`config.mk`:
```
export PLATFORM = sky130hd
export DESIGN_NAME = hrw_top
export DESIGN_NICKNAME = d
export VERILOG_FILES = /design/src/include/hrw_pkg.sv /design/src/hdl/hrw_sync.sv /design/src/hdl/hrw_rtc.sv /design/src/hdl/hrw_top.sv
export SDC_FILE = /design/constraint.sdc
export NUM_CORES = 1
export LEC_CHECK = 0
export ABC_AREA = 1
export BUFFER_PORTS_ARGS = -buffer_cell sky130_fd_sc_hd__buf_2
export CAP_MARGIN = 20
export CORE_ASPECT_RATIO = 1.4
export CORE_MARGIN = 10
export CORE_UTILIZATION = 30
export DETAILED_ROUTE_END_ITERATION = 6
export GPL_TIMING_DRIVEN = 0
export PLACE_DENSITY = 0.46
export SYNTH_ARGS = -nofsm -noshare
export SYNTH_HDL_FRONTEND = slang
export SYNTH_SLANG_ARGS = --single-unit
```
`constraint.sdc`:
```
create_clock -name clk_sys_in -period 7.4 [get_ports clk_sys_in]
set_input_delay 1.48 -clock clk_sys_in [delete_from_list [all_inputs] [get_ports clk_sys_in]]
set_output_delay 1.48 -clock clk_sys_in [all_outputs]
set_load 0.02 [all_outputs]
```
`src/include/hrw_pkg.sv`:
```
/*
  Shared constants for the hibernation controller with real-time clock:
  register offsets, field positions, reset values and timing counts.
  Assumes a 10 MHz system clock and a 32.768 kHz tick pin from the always-on domain.
*/
package hrw_pkg;
  // register byte offsets on the 32-bit bus
  localparam logic [7:0] HRW_OFS_CTRL    = 8'h00;
  localparam logic [7:0] HRW_OFS_SEC     = 8'h04;
  localparam logic [7:0] HRW_OFS_MATCH0  = 8'h08;
  localparam logic [7:0] HRW_OFS_SUBSEC  = 8'h0C;
  localparam logic [7:0] HRW_OFS_IEN     = 8'h10;
  localparam logic [7:0] HRW_OFS_RIS     = 8'h14;
  localparam logic [7:0] HRW_OFS_MIS     = 8'h18;
  localparam logic [7:0] HRW_OFS_ICLR    = 8'h1C;
  localparam logic [7:0] HRW_OFS_SAG     = 8'h20;
  localparam logic [7:0] HRW_OFS_WAKECFG = 8'h24;
  localparam logic [7:0] HRW_OFS_REQ     = 8'h28;
  localparam logic [7:0] HRW_OFS_MEM     = 8'h40;
  localparam logic [7:0] HRW_OFS_MEM_END = 8'h7C;

  // control register fields
  localparam int HRW_CTRL_ACTIVE  = 0;
  localparam int HRW_CTRL_RTC_EN  = 1;
  localparam int HRW_CTRL_HIB     = 2;
  localparam int HRW_CTRL_REG_ON  = 3;

  // interrupt bits, shared by enable, raw, masked and clear
  localparam int HRW_INT_WR_DONE  = 0;
  localparam int HRW_INT_PIN_WAKE = 1;
  localparam int HRW_INT_SAG      = 2;
  localparam int HRW_INT_MATCH0   = 3;
  localparam int HRW_INT_SUPPLY   = 4;
  localparam int HRW_INT_RST_WAKE = 5;
  localparam int HRW_INT_GPIO_WAKE = 6;
  localparam int HRW_INT_W        = 7;

  // battery sag register fields
  localparam int HRW_SAG_DETECT   = 0;
  localparam int HRW_SAG_ABORT    = 1;
  localparam int HRW_SAG_LVL_LO   = 4;
  localparam logic [1:0] sag_threshold_level0 = 2'h0; // 1.9 V
  localparam logic [1:0] sag_threshold_level1 = 2'h1; // 2.1 V
  localparam logic [1:0] sag_threshold_level2 = 2'h2; // 2.3 V
  localparam logic [1:0] sag_threshold_level3 = 2'h3; // 2.5 V

  // wake configuration fields
  localparam int HRW_WK_MATCH     = 0;
  localparam int HRW_WK_PIN       = 1;
  localparam int HRW_WK_RSTPIN    = 2;
  localparam int HRW_WK_GPIO      = 3;

  // request key written to the request register
  localparam logic [31:0] HRW_REQ_KEY  = 32'h0000_0001;

  // counters and storage
  localparam logic [14:0] HRW_SUBSEC_MAX = 15'h7FFF;
  localparam int HRW_MEM_WORDS    = 16;
  localparam logic [31:0] HRW_RST_WORD = 32'h0000_0000;
endpackage

```
`src/hdl/hrw_sync.sv`:
```
/*
  Two flip-flop synchroniser for a bundle of asynchronous pin levels.
  Assumes the first stage is read by the second stage only.
*/
module hrw_sync
  import hrw_pkg::*;
#(
  parameter int W = 1
) (
  input  wire logic         clk_sys_in,
  input  wire logic [W-1:0] async_in,
  output logic      [W-1:0] sync_out
);
  logic [W-1:0] meta_r;
  logic [W-1:0] sync_r;

  // two stages, no reset needed on pure sampling flops
  always_ff @(posedge clk_sys_in) begin
    meta_r <= async_in;
    sync_r <= meta_r;
  end

  assign sync_out = sync_r;
endmodule

```
`src/hdl/hrw_rtc.sv`:
```
/*
  Seconds and sub-second counters with one match comparator.
  Assumes tick_in is a one-cycle pulse per 1/32768 s on the system clock.
*/
module hrw_rtc
  import hrw_pkg::*;
(
  input  wire logic        clk_sys_in,
  input  wire logic        rst_in,
  input  wire logic        run_in,
  input  wire logic        tick_in,
  input  wire logic        load_in,
  input  wire logic [31:0] load_val_in,
  input  wire logic [31:0] match_in,
  output logic      [31:0] sec_out,
  output logic      [14:0] subsec_out,
  output logic             match_out
);
  logic [31:0] sec_r;
  logic [14:0] sub_r;
  logic        match_r;
  logic        wrap;
  logic        hit;

  // sub-second wraps into a seconds step
  // wrap steps seconds
  assign wrap = run_in && tick_in && (sub_r == HRW_SUBSEC_MAX);
  assign hit  = run_in && (sec_r == match_in);

  // counters advance only while enabled; load restarts the second
  // loadable, steps per second
  always_ff @(posedge clk_sys_in) begin
    if (rst_in) begin
      sec_r   <= HRW_RST_WORD;
      sub_r   <= '0;
      match_r <= 1'b0;
    end else begin
      match_r <= hit && !match_r ? 1'b1 : hit;
      if (load_in) begin
        sec_r <= load_val_in;
        sub_r <= '0;
      end else if (run_in && tick_in) begin
        sub_r <= wrap ? '0 : sub_r + 15'h0001;
        if (wrap) sec_r <= sec_r + 32'h0000_0001;
      end
    end
  end

  assign sec_out    = sec_r;
  assign subsec_out = sub_r;
  // one pulse on the cycle the counter first equals the match
  assign match_out  = hit && !match_r;
endmodule

```
`src/hdl/hrw_top.sv`:
```
/*
  Hibernation controller: regulator enable, wake sources, battery sag,
  RTC with match, interrupt status and sixteen words of retained storage.
  Assumes an APB master on clk_sys_in, pins that are asynchronous, and
  rst_in driven only by the always-on supply, not by processor reset.
*/
// Our own choices: the APB interface to the registers and the address map.
module hrw_top
  import hrw_pkg::*;
(
  input  wire logic        clk_sys_in,
  input  wire logic        rst_in,
  input  wire logic        psel,
  input  wire logic        penable,
  input  wire logic        pwrite,
  input  wire logic [7:0]  paddr,
  input  wire logic [31:0] pwdata,
  output logic      [31:0] prdata,
  output logic             pready,
  output logic             pslverr,
  input  wire logic        tick_32k_in,
  input  wire logic        wake_pin_in,
  input  wire logic        reset_pin_in,
  input  wire logic        gpio_wake_in,
  input  wire logic        sag_lvl0_in,
  input  wire logic        sag_lvl1_in,
  input  wire logic        sag_lvl2_in,
  input  wire logic        sag_lvl3_in,
  input  wire logic        supply_fail_in,
  output logic             reg_enable_out,
  output logic             irq_out
);
  typedef enum logic [1:0] {HRW_RUN, HRW_HIB} hrw_state_t;

  // pin synchronisers
  logic [8:0] pins_sync;
  logic       tick_s, wake_s, rstp_s, gpio_s, fail_s;
  logic [3:0] lvl_s;

  hrw_sync #(.W(9)) u_sync (
    .clk_sys_in (clk_sys_in),
    .async_in   ({tick_32k_in, wake_pin_in, reset_pin_in, gpio_wake_in,
                  sag_lvl3_in, sag_lvl2_in, sag_lvl1_in, sag_lvl0_in, supply_fail_in}),
    .sync_out   (pins_sync)
  );

  assign {tick_s, wake_s, rstp_s, gpio_s} = pins_sync[8:5];
  assign lvl_s  = pins_sync[4:1];
  assign fail_s = pins_sync[0];

  // registers
  hrw_state_t           state_r, state_nxt;
  logic                 active_r;
  logic                 rtc_en_r;
  logic [31:0]          match0_r;
  logic [HRW_INT_W-1:0] ien_r;
  logic [HRW_INT_W-1:0] ris_r;
  logic [HRW_INT_W-1:0] ris_nxt;
  logic                 sag_det_r;
  logic                 sag_abort_r;
  logic [1:0]           sag_lvl_r;
  logic [3:0]           wake_cfg_r;
  logic                 tick_d_r;
  logic                 pin_d_r;
  logic                 rstp_d_r;
  logic                 gpio_d_r;
  logic                 fail_d_r;
  logic [31:0]          mem_r [HRW_MEM_WORDS];

  // bus decode
  logic        wr_acc, rd_acc, mem_hit, mapped;
  logic [3:0]  mem_idx;
  logic        wr_ctrl, wr_sec, wr_match, wr_ien, wr_iclr, wr_sag, wr_wake, wr_req;

  function automatic logic hit_at(input logic [7:0] a, input logic [7:0] ofs);
    hit_at = (a == ofs);
  endfunction

  assign wr_acc   = psel && penable && pwrite;
  assign rd_acc   = psel && !pwrite;
  assign mem_hit  = (paddr >= HRW_OFS_MEM) && (paddr <= HRW_OFS_MEM_END)
                    && (paddr[1:0] == 2'h0);
  assign mem_idx  = paddr[5:2];
  assign wr_ctrl  = wr_acc && hit_at(paddr, HRW_OFS_CTRL);
  assign wr_sec   = wr_acc && hit_at(paddr, HRW_OFS_SEC);
  assign wr_match = wr_acc && hit_at(paddr, HRW_OFS_MATCH0);
  assign wr_ien   = wr_acc && hit_at(paddr, HRW_OFS_IEN);
  assign wr_iclr  = wr_acc && hit_at(paddr, HRW_OFS_ICLR);
  assign wr_sag   = wr_acc && hit_at(paddr, HRW_OFS_SAG);
  assign wr_wake  = wr_acc && hit_at(paddr, HRW_OFS_WAKECFG);
  assign wr_req   = wr_acc && hit_at(paddr, HRW_OFS_REQ) && (pwdata == HRW_REQ_KEY);
  assign mapped   = mem_hit || hit_at(paddr, HRW_OFS_CTRL) || hit_at(paddr, HRW_OFS_SEC)
                    || hit_at(paddr, HRW_OFS_MATCH0) || hit_at(paddr, HRW_OFS_SUBSEC)
                    || hit_at(paddr, HRW_OFS_IEN) || hit_at(paddr, HRW_OFS_RIS)
                    || hit_at(paddr, HRW_OFS_MIS) || hit_at(paddr, HRW_OFS_ICLR)
                    || hit_at(paddr, HRW_OFS_SAG) || hit_at(paddr, HRW_OFS_WAKECFG)
                    || hit_at(paddr, HRW_OFS_REQ);

  // RTC core
  logic [31:0] sec;
  logic [14:0] subsec;
  logic        match_ev;

  hrw_rtc u_rtc (
    .clk_sys_in  (clk_sys_in),
    .rst_in      (rst_in),
    .run_in      (rtc_en_r),
    .tick_in     (tick_s && !tick_d_r),
    .load_in     (wr_sec && rtc_en_r),
    .load_val_in (pwdata),
    .match_in    (match0_r),
    .sec_out     (sec),
    .subsec_out  (subsec),
    .match_out   (match_ev)
  );

  // event edges and sag comparison
  logic pin_ev, rstp_ev, gpio_ev, fail_ev, sag_low, sag_blk;

  assign pin_ev  = wake_s && !pin_d_r;
  assign rstp_ev = rstp_s && !rstp_d_r;
  assign gpio_ev = gpio_s && !gpio_d_r;
  assign fail_ev = fail_s && !fail_d_r;
  // level inputs high mean supply is below that threshold
  assign sag_low = lvl_s[sag_lvl_r];
  // abort blocks a request on sag
  assign sag_blk = sag_abort_r && sag_low;

  // wake decision from configured sources
  logic wake_any;

  assign wake_any = (wake_cfg_r[HRW_WK_MATCH] && match_ev)
                    || (wake_cfg_r[HRW_WK_PIN] && pin_ev)
                    || (wake_cfg_r[HRW_WK_RSTPIN] && rstp_ev)
                    || (wake_cfg_r[HRW_WK_GPIO] && gpio_ev);

  // hibernation state machine
  always_comb begin
    state_nxt = state_r;
    case (state_r)
      HRW_RUN: begin
        if (wr_req && !sag_blk) state_nxt = HRW_HIB;
      end
      HRW_HIB: begin
        if (wake_any) state_nxt = HRW_RUN;
      end
      default: state_nxt = HRW_RUN;
    endcase
  end

  // raw status: set wins over clear
  always_comb begin
    ris_nxt = ris_r;
    if (wr_iclr) ris_nxt = ris_nxt & ~pwdata[HRW_INT_W-1:0];
    if (wr_acc) ris_nxt[HRW_INT_WR_DONE] = 1'b1;
    if (pin_ev) ris_nxt[HRW_INT_PIN_WAKE] = 1'b1;
    if (sag_det_r && sag_low) ris_nxt[HRW_INT_SAG] = 1'b1;
    if (match_ev) ris_nxt[HRW_INT_MATCH0] = 1'b1;
    if (fail_ev) ris_nxt[HRW_INT_SUPPLY] = 1'b1;
    if (rstp_ev) begin
      ris_nxt[HRW_INT_RST_WAKE]  = 1'b1;
      ris_nxt[HRW_INT_GPIO_WAKE] = 1'b1;
    end
    if (gpio_ev) ris_nxt[HRW_INT_GPIO_WAKE] = 1'b1;
  end

  // control and status flops
  // only the always-on reset clears these
  always_ff @(posedge clk_sys_in) begin
    if (rst_in) begin
      state_r     <= HRW_RUN;
      active_r    <= 1'b0;
      rtc_en_r    <= 1'b0;
      match0_r    <= HRW_RST_WORD;
      ien_r       <= '0;
      ris_r       <= '0;
      sag_det_r   <= 1'b0;
      sag_abort_r <= 1'b0;
      sag_lvl_r   <= sag_threshold_level0;
      wake_cfg_r  <= '0;
      tick_d_r    <= 1'b0;
      pin_d_r     <= 1'b0;
      rstp_d_r    <= 1'b0;
      gpio_d_r    <= 1'b0;
      fail_d_r    <= 1'b0;
    end else begin
      state_r  <= state_nxt;
      ris_r    <= ris_nxt;
      tick_d_r <= tick_s;
      pin_d_r  <= wake_s;
      rstp_d_r <= rstp_s;
      gpio_d_r <= gpio_s;
      fail_d_r <= fail_s;
      // active bit kept across processor reset
      if (wr_ctrl) begin
        active_r <= pwdata[HRW_CTRL_ACTIVE];
        rtc_en_r <= pwdata[HRW_CTRL_RTC_EN];
      end
      if (wr_match) match0_r <= pwdata;
      if (wr_ien) ien_r <= pwdata[HRW_INT_W-1:0];
      if (wr_sag) begin
        sag_det_r   <= pwdata[HRW_SAG_DETECT] || pwdata[HRW_SAG_ABORT];
        sag_abort_r <= pwdata[HRW_SAG_ABORT];
        sag_lvl_r   <= pwdata[HRW_SAG_LVL_LO +: 2];
      end
      if (wr_wake) wake_cfg_r <= pwdata[3:0];
    end
  end

  // retained storage, one flop row per word
  genvar gi;
  generate
    for (gi = 0; gi < HRW_MEM_WORDS; gi++) begin : g_mem
      always_ff @(posedge clk_sys_in) begin
        if (rst_in) begin
          mem_r[gi] <= HRW_RST_WORD;
        end else if (wr_acc && mem_hit && (mem_idx == 4'(gi))) begin
          mem_r[gi] <= pwdata;
        end
      end
    end
  endgenerate

  // read mux
  logic [HRW_INT_W-1:0] mis;
  logic [31:0]          ctrl_rd, sag_rd, rd_mux;

  assign mis     = ris_r & ien_r;
  assign ctrl_rd = {28'h0000000, (state_r == HRW_RUN), (state_r == HRW_HIB),
                    rtc_en_r, active_r};
  assign sag_rd  = {26'h0000000, sag_lvl_r, 2'h0, sag_abort_r, sag_det_r};

  assign rd_mux = mem_hit ? mem_r[mem_idx] :
                  hit_at(paddr, HRW_OFS_CTRL)    ? ctrl_rd :
                  hit_at(paddr, HRW_OFS_SEC)     ? sec :
                  hit_at(paddr, HRW_OFS_MATCH0)  ? match0_r :
                  hit_at(paddr, HRW_OFS_SUBSEC)  ? {17'h00000, subsec} :
                  hit_at(paddr, HRW_OFS_IEN)     ? {25'h0000000, ien_r} :
                  hit_at(paddr, HRW_OFS_RIS)     ? {25'h0000000, ris_r} :
                  hit_at(paddr, HRW_OFS_MIS)     ? {25'h0000000, mis} :
                  hit_at(paddr, HRW_OFS_SAG)     ? sag_rd :
                  hit_at(paddr, HRW_OFS_WAKECFG) ? {28'h0000000, wake_cfg_r} :
                  32'h0000_0000;

  // read data registered in the setup cycle
  logic [31:0] prdata_r;
  always_ff @(posedge clk_sys_in) begin
    if (rst_in) begin
      prdata_r <= 32'h0000_0000;
    end else if (rd_acc && !penable) begin
      prdata_r <= rd_mux;
    end
  end

  assign prdata  = prdata_r;
  assign pready  = 1'b1; // zero wait states
  assign pslverr = psel && penable && !mapped;

  assign reg_enable_out = (state_r != HRW_HIB);
  assign irq_out = |mis;
endmodule

```
==> results.toml, run 1 <==
[setup_path]
r2r_setup_slack_ps = 4530
arrival_ps = 3770
cp_slowest_cell = "nor4_1"
cp_cell_sequence = "buf_2 -> inv_1 -> nand2_1 -> inv_1 -> nand2_1 -> nor2_4 -> inv_1 -> nand3_1 -> nor4_1 -> buf_2"
end_kind = "primary output"
cp_num_cells = 10
path_max_fanout = 7
r2r_end = "u_rtc.sec_out[18]"
cp-startpoint = "paddr[3]"
worstSetupPathType = "input pin to primary output"
cp_slowest_stage_delay_ps = 530
r2r-start = "u_rtc.sec_out[0]"
r2r_cells = 11
crit_required_ps = 5920
critical_path.most_common_cell = "inv_1"
endpoint = "pslverr"
critPathTopFamily = "simple AND/OR/NAND/NOR gates"
worstPathBufferInverterCount = 5
start_kind = "input pin"

[sta]
setup_viol = 0
setup_tns_ps = 0
hold_viol = 0
grt_setup_unrepaired = "no"
worst_slack_ps = 2150
fmax_mhz = 190
maxSlewViolCount = 0
period_share_pct = 71.0
whs_ps = 326
min_period_ps = 5250
fin_skew_ps = 28.5
tightest_slew_ps = 1280
maxSlewHeadroom_pct = 14.6

[clock_network]
cts.sinks = 672
cts_hold_buf = 0
htreeDepth = 3
cts.reportedPaths.clkPinSlew_ps = 60
postCtsSetupRepairBufs = 0
cts_tree = "done"
cts_buffers = 69
cts-resized-gates = 0
clock-root-buffer = "clkbuf_16"
clockBufferDepth = 3
clkLatencyLatePin_ps = 670

[power_and_ir_drop]
power.density_mw_per_mm2 = 242
vdd_drop_max_mv = 0.179
leakage_nw = 12.5

[global_route]
grt_pass1_wl_um = 184000
grt_pass1_vias = 24255
antenna_found_initial = 5
grt-ovfl-total = 0
grt.total_usage_pct = 23.2
grt_max_degree = 23

[layout]
n_fill_cell = 10191
nets = 3269
drive_above_1_share_pct = 9.95
instances_no_fill = 4580
multi_input_area_mm2 = 0.00985
synthToLayoutAreaGrowth_pct = 16.6
final_cell_area_mm2 = 0.0347
regArea_mm2 = 0.0186

[synthesis]
netlist_instances = 3032
ys_ff_latch = 672
ys_warn_count = 0
synth_area_mm2 = 0.0297
ys_types = 45
syn-mean-instance-area_um2 = 9.80
syn-num-nets = 3088
yosysSeqAreaShare_pct = 62.5

[placement]
portBuffers = 87
gp_congestion = 0.962
pre_cts_slack_ps = 2250
placed_cells = 4452
dpl_cell_area_mm2 = 0.0325
dp_hpwl_um = 98600

[route]
drt_wl_total_um = 133000
ant_nets = 0
drt_iter0_drc = 2132
drtPass1Iterations = 6
vias_per_cell = 5.35
drc = 0
wl_per_cell_um = 29.1
vias = 24488

[die]
die_x_um = 286
rows = 136
core_area_mm2 = 0.0984
die-height_um = 392
ios = 90
die_area_mm2 = 0.112
start_util_pct = 30.2

[flow_run]
drv_cap = 0

[outcome]
status = "finished, final reports clean"

[worst_hold_path]
min_path_type = "flop to flop"
==> layer usage <==
metal | share of wire, % | GRT usage (%) | wire length (um) | up-vias
li1 | - | - | - | 10938
met1 | 36 | 25.3 | 48200 | 12238
met2 | 51 | 41.7 | 68400 | 1006
met3 | 5.6 | 3.07 | 7420 | 302
met4 | 7.0 | 15.3 | 9300 | 4
met5 | 0.017 | 0 | 22 | -
==> cell families (layout without fill, tap and decap cells) <==
| kind of cell | count (synthesis) | after routing | share of synthesized area (%) |
|---|---|---|---|
| fa+ha+maj | 2 | 2 | 0.0842 |
| compound gates | 669 | 669 | 13.9 |
| xor+xnor | 30 | 30 | 0.884 |
| other cells | 1 | 4 | 0.0126 |
| simple gates | 1280 | 1280 | 17.7 |
| buf+inv | 378 | 612 | 4.96 |
| flops | 672 | 672 | 62.5 |
==> worst register-to-register path: cells and delay by family (launching register included) <==
kind,cells,cell delay (ps)
fa+ha+maj,1,240
flops,1,470
simple gates,6,1400
buf+inv,1,280
compound gates,2,190
xor+xnor,1,200
==> final cells by class <==
| type | count | share of cell area, % |
|---|---|---|
| Clock inverter | 33 | 0.820 |
| Buffer | 213 | 2.46 |
| Multi-Input combinational cell | 1982 | 28.4 |
| Sequential cell | 672 | 53.6 |
| Inverter | 165 | 1.79 |
| Antenna cell | 3 | 0.0217 |
| Clock buffer | 91 | 5.47 |
| Tap cell | 1311 | 4.73 |
| Timing Repair Buffer | 110 | 2.69 |
==> cell usage after synthesis, drive strengths merged <==
cell	n	share of area, %
nor2	642	8.3
o21ai	159	2.7
or2	38	0.80
clkinv	26	0.33
nor3b	5	0.13
buf	46	0.75
a2111oi	1	0.029
nor4	10	0.21
dfxtp	160	11
conb	1	0.013
clkbuf	167	2.1
o31ai	13	0.33
nand4	44	0.95
xor2	26	0.77
o2111ai	1	0.029
nand3b	1	0.025
a31oi	1	0.021
a21oi	208	3.5
nor3	25	0.49
xnor2	4	0.12
o211ai	1	0.025
ha	2	0.084
o21a	1	0.025
nand2	452	5.7
a221oi	17	0.50
a22oi	252	6.4
inv	139	1.8
a211oi	7	0.18
nand3	63	1.1
edfxtp	512	52
o22ai	8	0.17
==> stage by stage <==
stage / util, % / total power, mW
floorplan: - / 4.61
global placement: 32.3 / 4.92
detailed placement: 33.0 / 4.94
CTS: 35.2 / 8.42
global route: 35.2 / 8.60
finish: 35.2 / 8.39
==> sequential cells by signal, summed over array words and instances (netlist names) <==
signal	count
match0_r	32
wake_cfg_r	4
u_sync.meta_r	9
pin_d_r	1
fail_d_r	1
state_r	1
u_rtc.subsec_out	15
sag_lvl_r	2
gpio_d_r	1
ris_r	7
u_rtc.sec_out	32
tick_d_r	1
u_rtc.match_r	1
u_sync.sync_out	9
sag_det_r	1
sag_abort_r	1
active_r	1
prdata	32
mem_r	512
ien_r	7
rstp_d_r	1
rtc_en_r	1
==> worst min-delay path by stage <==
stage,from,to,slack [ps],depth (start not counted)
4_1_cts,u_sync.meta_r[5],u_sync.sync_out[5],330,0
5_1_grt,u_sync.meta_r[7],u_sync.sync_out[7],330,0
2_1_floorplan,u_sync.meta_r[0],u_sync.sync_out[0],310,0
3_5_place_dp,u_sync.meta_r[5],u_sync.sync_out[5],310,0
6_report,u_sync.meta_r[5],u_sync.sync_out[5],330,0
3_3_place_gp,u_sync.meta_r[5],u_sync.sync_out[5],310,0
==> cell usage in the layout, fill, tap and decap left out, drive strengths merged, types with 38 or more instances in the layout <==
cell      n
a21oi   208
a22oi   252
buf     156
clkbuf  258
clkinv   50
dfxtp   160
edfxtp  512
inv     142
nand2   452
nand3    63
nand4    44
nor2    642
o21ai   159
or2      38
==> power by group <==
group	leakage [nW]	total (mW)	switching (mW)	internal, mW
clock network	1.07	3.53	1.58	1.95
logic	5.24	0.610	0.463	0.147
registers	6.16	4.26	0.0529	4.20
total	12.5	8.39	2.09	6.30
Note: power is estimated with default switching activity, not from simulation.
==> inputs of run 2 (changes only) <==
--- a/config.mk
+++ b/config.mk
@@ -5,7 +5,7 @@
 export SDC_FILE = /design/constraint.sdc
 export NUM_CORES = 1
 export LEC_CHECK = 0
-export ABC_AREA = 1
+export ABC_AREA = 0
 export BUFFER_PORTS_ARGS = -buffer_cell sky130_fd_sc_hd__buf_2
 export CAP_MARGIN = 20
 export CORE_ASPECT_RATIO = 1.4
@@ -13,7 +13,7 @@
 export CORE_UTILIZATION = 30
 export DETAILED_ROUTE_END_ITERATION = 6
 export GPL_TIMING_DRIVEN = 0
-export PLACE_DENSITY = 0.46
+export PLACE_DENSITY = 0.48
 export SYNTH_ARGS = -nofsm -noshare
 export SYNTH_HDL_FRONTEND = slang
 export SYNTH_SLANG_ARGS = --single-unit
==> constraint.sdc (replaced) <==
create_clock -name clk_sys_in -period 4.4 [get_ports clk_sys_in]
set_input_delay 0.88 -clock clk_sys_in [delete_from_list [all_inputs] [get_ports clk_sys_in]]
set_output_delay 0.88 -clock clk_sys_in [all_outputs]
set_load 0.02 [all_outputs]
==> run 2 against run 1 <==
Effect of this change:
- first-iteration DRC count shrank 6.3%
- routed wire length fell by 9.9%
- sequential cell count unchanged
- largest cell class unchanged
==> results.toml, run 2 <==
[outcome]
status = "finished, final reports clean"

[route]
drtPass1Iterations = 6
met3_length_um = 7110
ant_nets = 0
drt_iter0_drc = 1997
wl_met2_um = 60600
drt_wl_total_um = 120000
vias_per_cell = 5.37
drc = 0
wl_per_cell_um = 30.2
routedLengthMet1_um = 45100
vias = 21369
top_layer = "met5"

[die]
core_area_mm2 = 0.103
die_area_mm2 = 0.117
die_x_um = 292
rows = 139
ios = 90
die-height_um = 400
start_util_pct = 30.2

[synthesis]
synth_top_family_by_area = "simple AND/OR/NAND/NOR gates"
synth_area_leader_cell = "edfxtp_1"
synthArstFlopShare_pct = 0
yosys.area.top_type_share_pct = 49.7
ys_top_cells_by_area = "edfxtp_1, mux4_2, and2_1"
ys_types = 63
synth_fa_ha_area_share_pct = 0.0808
synth-compound-area-share_pct = 5.69
netlist_instances = 2405
ys_ff_latch = 672
synth_most_common_cell = "and2_1"
syn-mean-instance-area_um2 = 12.9
ys.flop_type = "edfxtp_1"
synth_edf_count = 512
synth_area_mm2 = 0.0310
ys_warn_count = 0
synthMuxAreaShare_pct = 11.9
syn-num-nets = 2461
synth_xor_xnor_area_share_pct = 1.47
synth-simple-area-share_pct = 17.8
yosysSeqAreaShare_pct = 60.0
netlist_top_cells_count = "and2_1, edfxtp_1, clkbuf_1"

[setup_path]
end_kind = "primary output"
cp_slowest_cell = "or4b_2"
start_kind = "input pin"
critPathTopFamily = "simple AND/OR/NAND/NOR gates"
cp_cell_sequence = "clkbuf_2 -> buf_4 -> or4b_2 -> nor2_2 -> clkbuf_2 -> nor3_1 -> buf_2"
crit_required_ps = 3520
r2r_setup_slack_ps = 1380
r2r-start = "rtc_en_r"
r2r_end = "u_rtc.sec_out[21]"
r2r_cells = 8
path_max_fanout = 10
critical_path.most_common_cell = "clkbuf_2"
worstSetupPathType = "input pin to primary output"
worstPathBufferInverterCount = 4
arrival_ps = 3410
cp_slowest_stage_delay_ps = 770

[clock_network]
clock-root-buffer = "clkbuf_16"
htreeDepth = 3
clockBufferDepth = 3
cts_tree = "done"
cts.reportedPaths.clkPinSlew_ps = 70
clkLatencyLatePin_ps = 680
postCtsSetupRepairBufs = 0
cts.sinks = 672
cts_buffers = 70

[power_and_ir_drop]
vdd_drop_max_mv = 0.278
leakage_nw = 12.1
power.density_mw_per_mm2 = 400

[sta]
tightest_slew_ps = 1230
maxSlewHeadroom_pct = 18.0
min_period_ps = 4290
whs_ps = 307
hold_viol = 0
worst_slack_ps = 113
maxSlewViolCount = 0
setup_viol = 0
fin_skew_ps = 44.5
setup_tns_ps = 0
fmax_mhz = 233
grt_setup_unrepaired = "no"
period_share_pct = 97.4

[global_route]
grt.total_usage_pct = 20.3
grt-ovfl-total = 0
grt_pass1_vias = 22103
grt_max_degree = 22
grt_pass1_wl_um = 168000
antenna_found_initial = 6

[layout]
regMostFlops = "mem_r"
synthToLayoutAreaGrowth_pct = 17.6
nets = 2638
final_common_cell = "and2_1"
n_fill_cell = 10078
final_cell_area_mm2 = 0.0364
drive_above_1_share_pct = 15.9
largest_reg_flops = 512
final_cell_mix = "and2_1, edfxtp_1, clkbuf_1, nand2_1, dfxtp_1"

[placement]
dp_hpwl_um = 88000
dpl_cell_area_mm2 = 0.0339
portBuffers = 64
pre_cts_slack_ps = -1310
gp_congestion = 0.946

[flow_run]
drv_cap = 0

[worst_hold_path]
holdPathStages = 1
holdPathEnd = "u_sync.meta_r[8]"
min_path_type = "input pin to flop"
min-delay-start = "tick_32k_in"
-- run 2: cell count changes in the layout (fill, tap and decap cells not counted), sizes merged, moves of 35 or more --
cell   delta
a21oi   -129
nor2    -556
or2      -35
a22oi   -237
o21ai    -84
xnor2    +41
and2    +516
inv     -121
nand2   -279
mux4    +155
-- run 2: area by class of cell --
type	count	area (um^2)	area share, %
plain buffers	221	891	2.45
clock inverters	34	395	1.09
multi-input cells	1492	11700	32.0
clock buffers	91	1970	5.40
repair buffers	106	1150	3.17
inverters	19	71.3	0.196
diodes	4	10.0	0.0275
well taps	1339	1680	4.60
flip-flops and latches	672	18600	51.0
-- run 2: cells by family after synthesis --
logic type	after synthesis
simple gates	984
other cells	1
xor+xnor	52
compound gates	279
fa+ha+maj	2
flops	672
mux	174
buf+inv	241
-- run 2: metrics by stage --
stage | util (%) | power [mW] | std cells
floorplan | - | 7.83 | 2405
global placement | 32.1 | 8.36 | 3808
detailed placement | 33.1 | 8.44 | 3845
CTS | 35.4 | 14.6 | 3969
global route | 35.5 | 15.0 | 3975
finish | 35.5 | 14.6 | 3978
-- run 2: worst max path at each step --
stage / slack (ps) / startpoint / end / cells past startpoint
after CTS: 20 / paddr[4] / pslverr / 8
after global placement: -5150 / paddr[2] / mem_r[12][25] / 6
after global routing: 50 / paddr[3] / pslverr / 9
after floorplan: -600 / paddr[1] / mem_r[6][0] / 6
after detailed placement: -1310 / paddr[3] / prdata[8] / 10
final: 110 / paddr[2] / pslverr / 7
-- run 2: what timing repair did --
action,CTS,global route
hold buffers,0,0
gates resized for setup,13,5
endpoints found under the setup margin,61,23
-- run 2: report_power, final --
group          leakage [nW]  internal (mW)  switching, mW
Clock                  1.14           3.54           2.71
Combinational          4.85          0.412          0.744
Sequential             6.16           7.07         0.0815
Total                  12.1           11.0           3.54
-- run 2: layer usage --
| layer | vias up | global-route usage, % |
|---|---|---|
| li1 | 9185 | - |
| met1 | 11000 | 22.7 |
| met2 | 908 | 36.0 |
| met3 | 266 | 3.80 |
| met4 | 10 | 11.9 |
| met5 | - | 0 |
-- run 2: worst register-to-register path, delay by kind of cell (launching register included) --
family | cells | cell delay, ps
flip-flops | 1 | 300
buffers and inverters | 3 | 700
AO/OA/AOI/OAI | 1 | 300
AND/OR/NAND/NOR | 4 | 1610
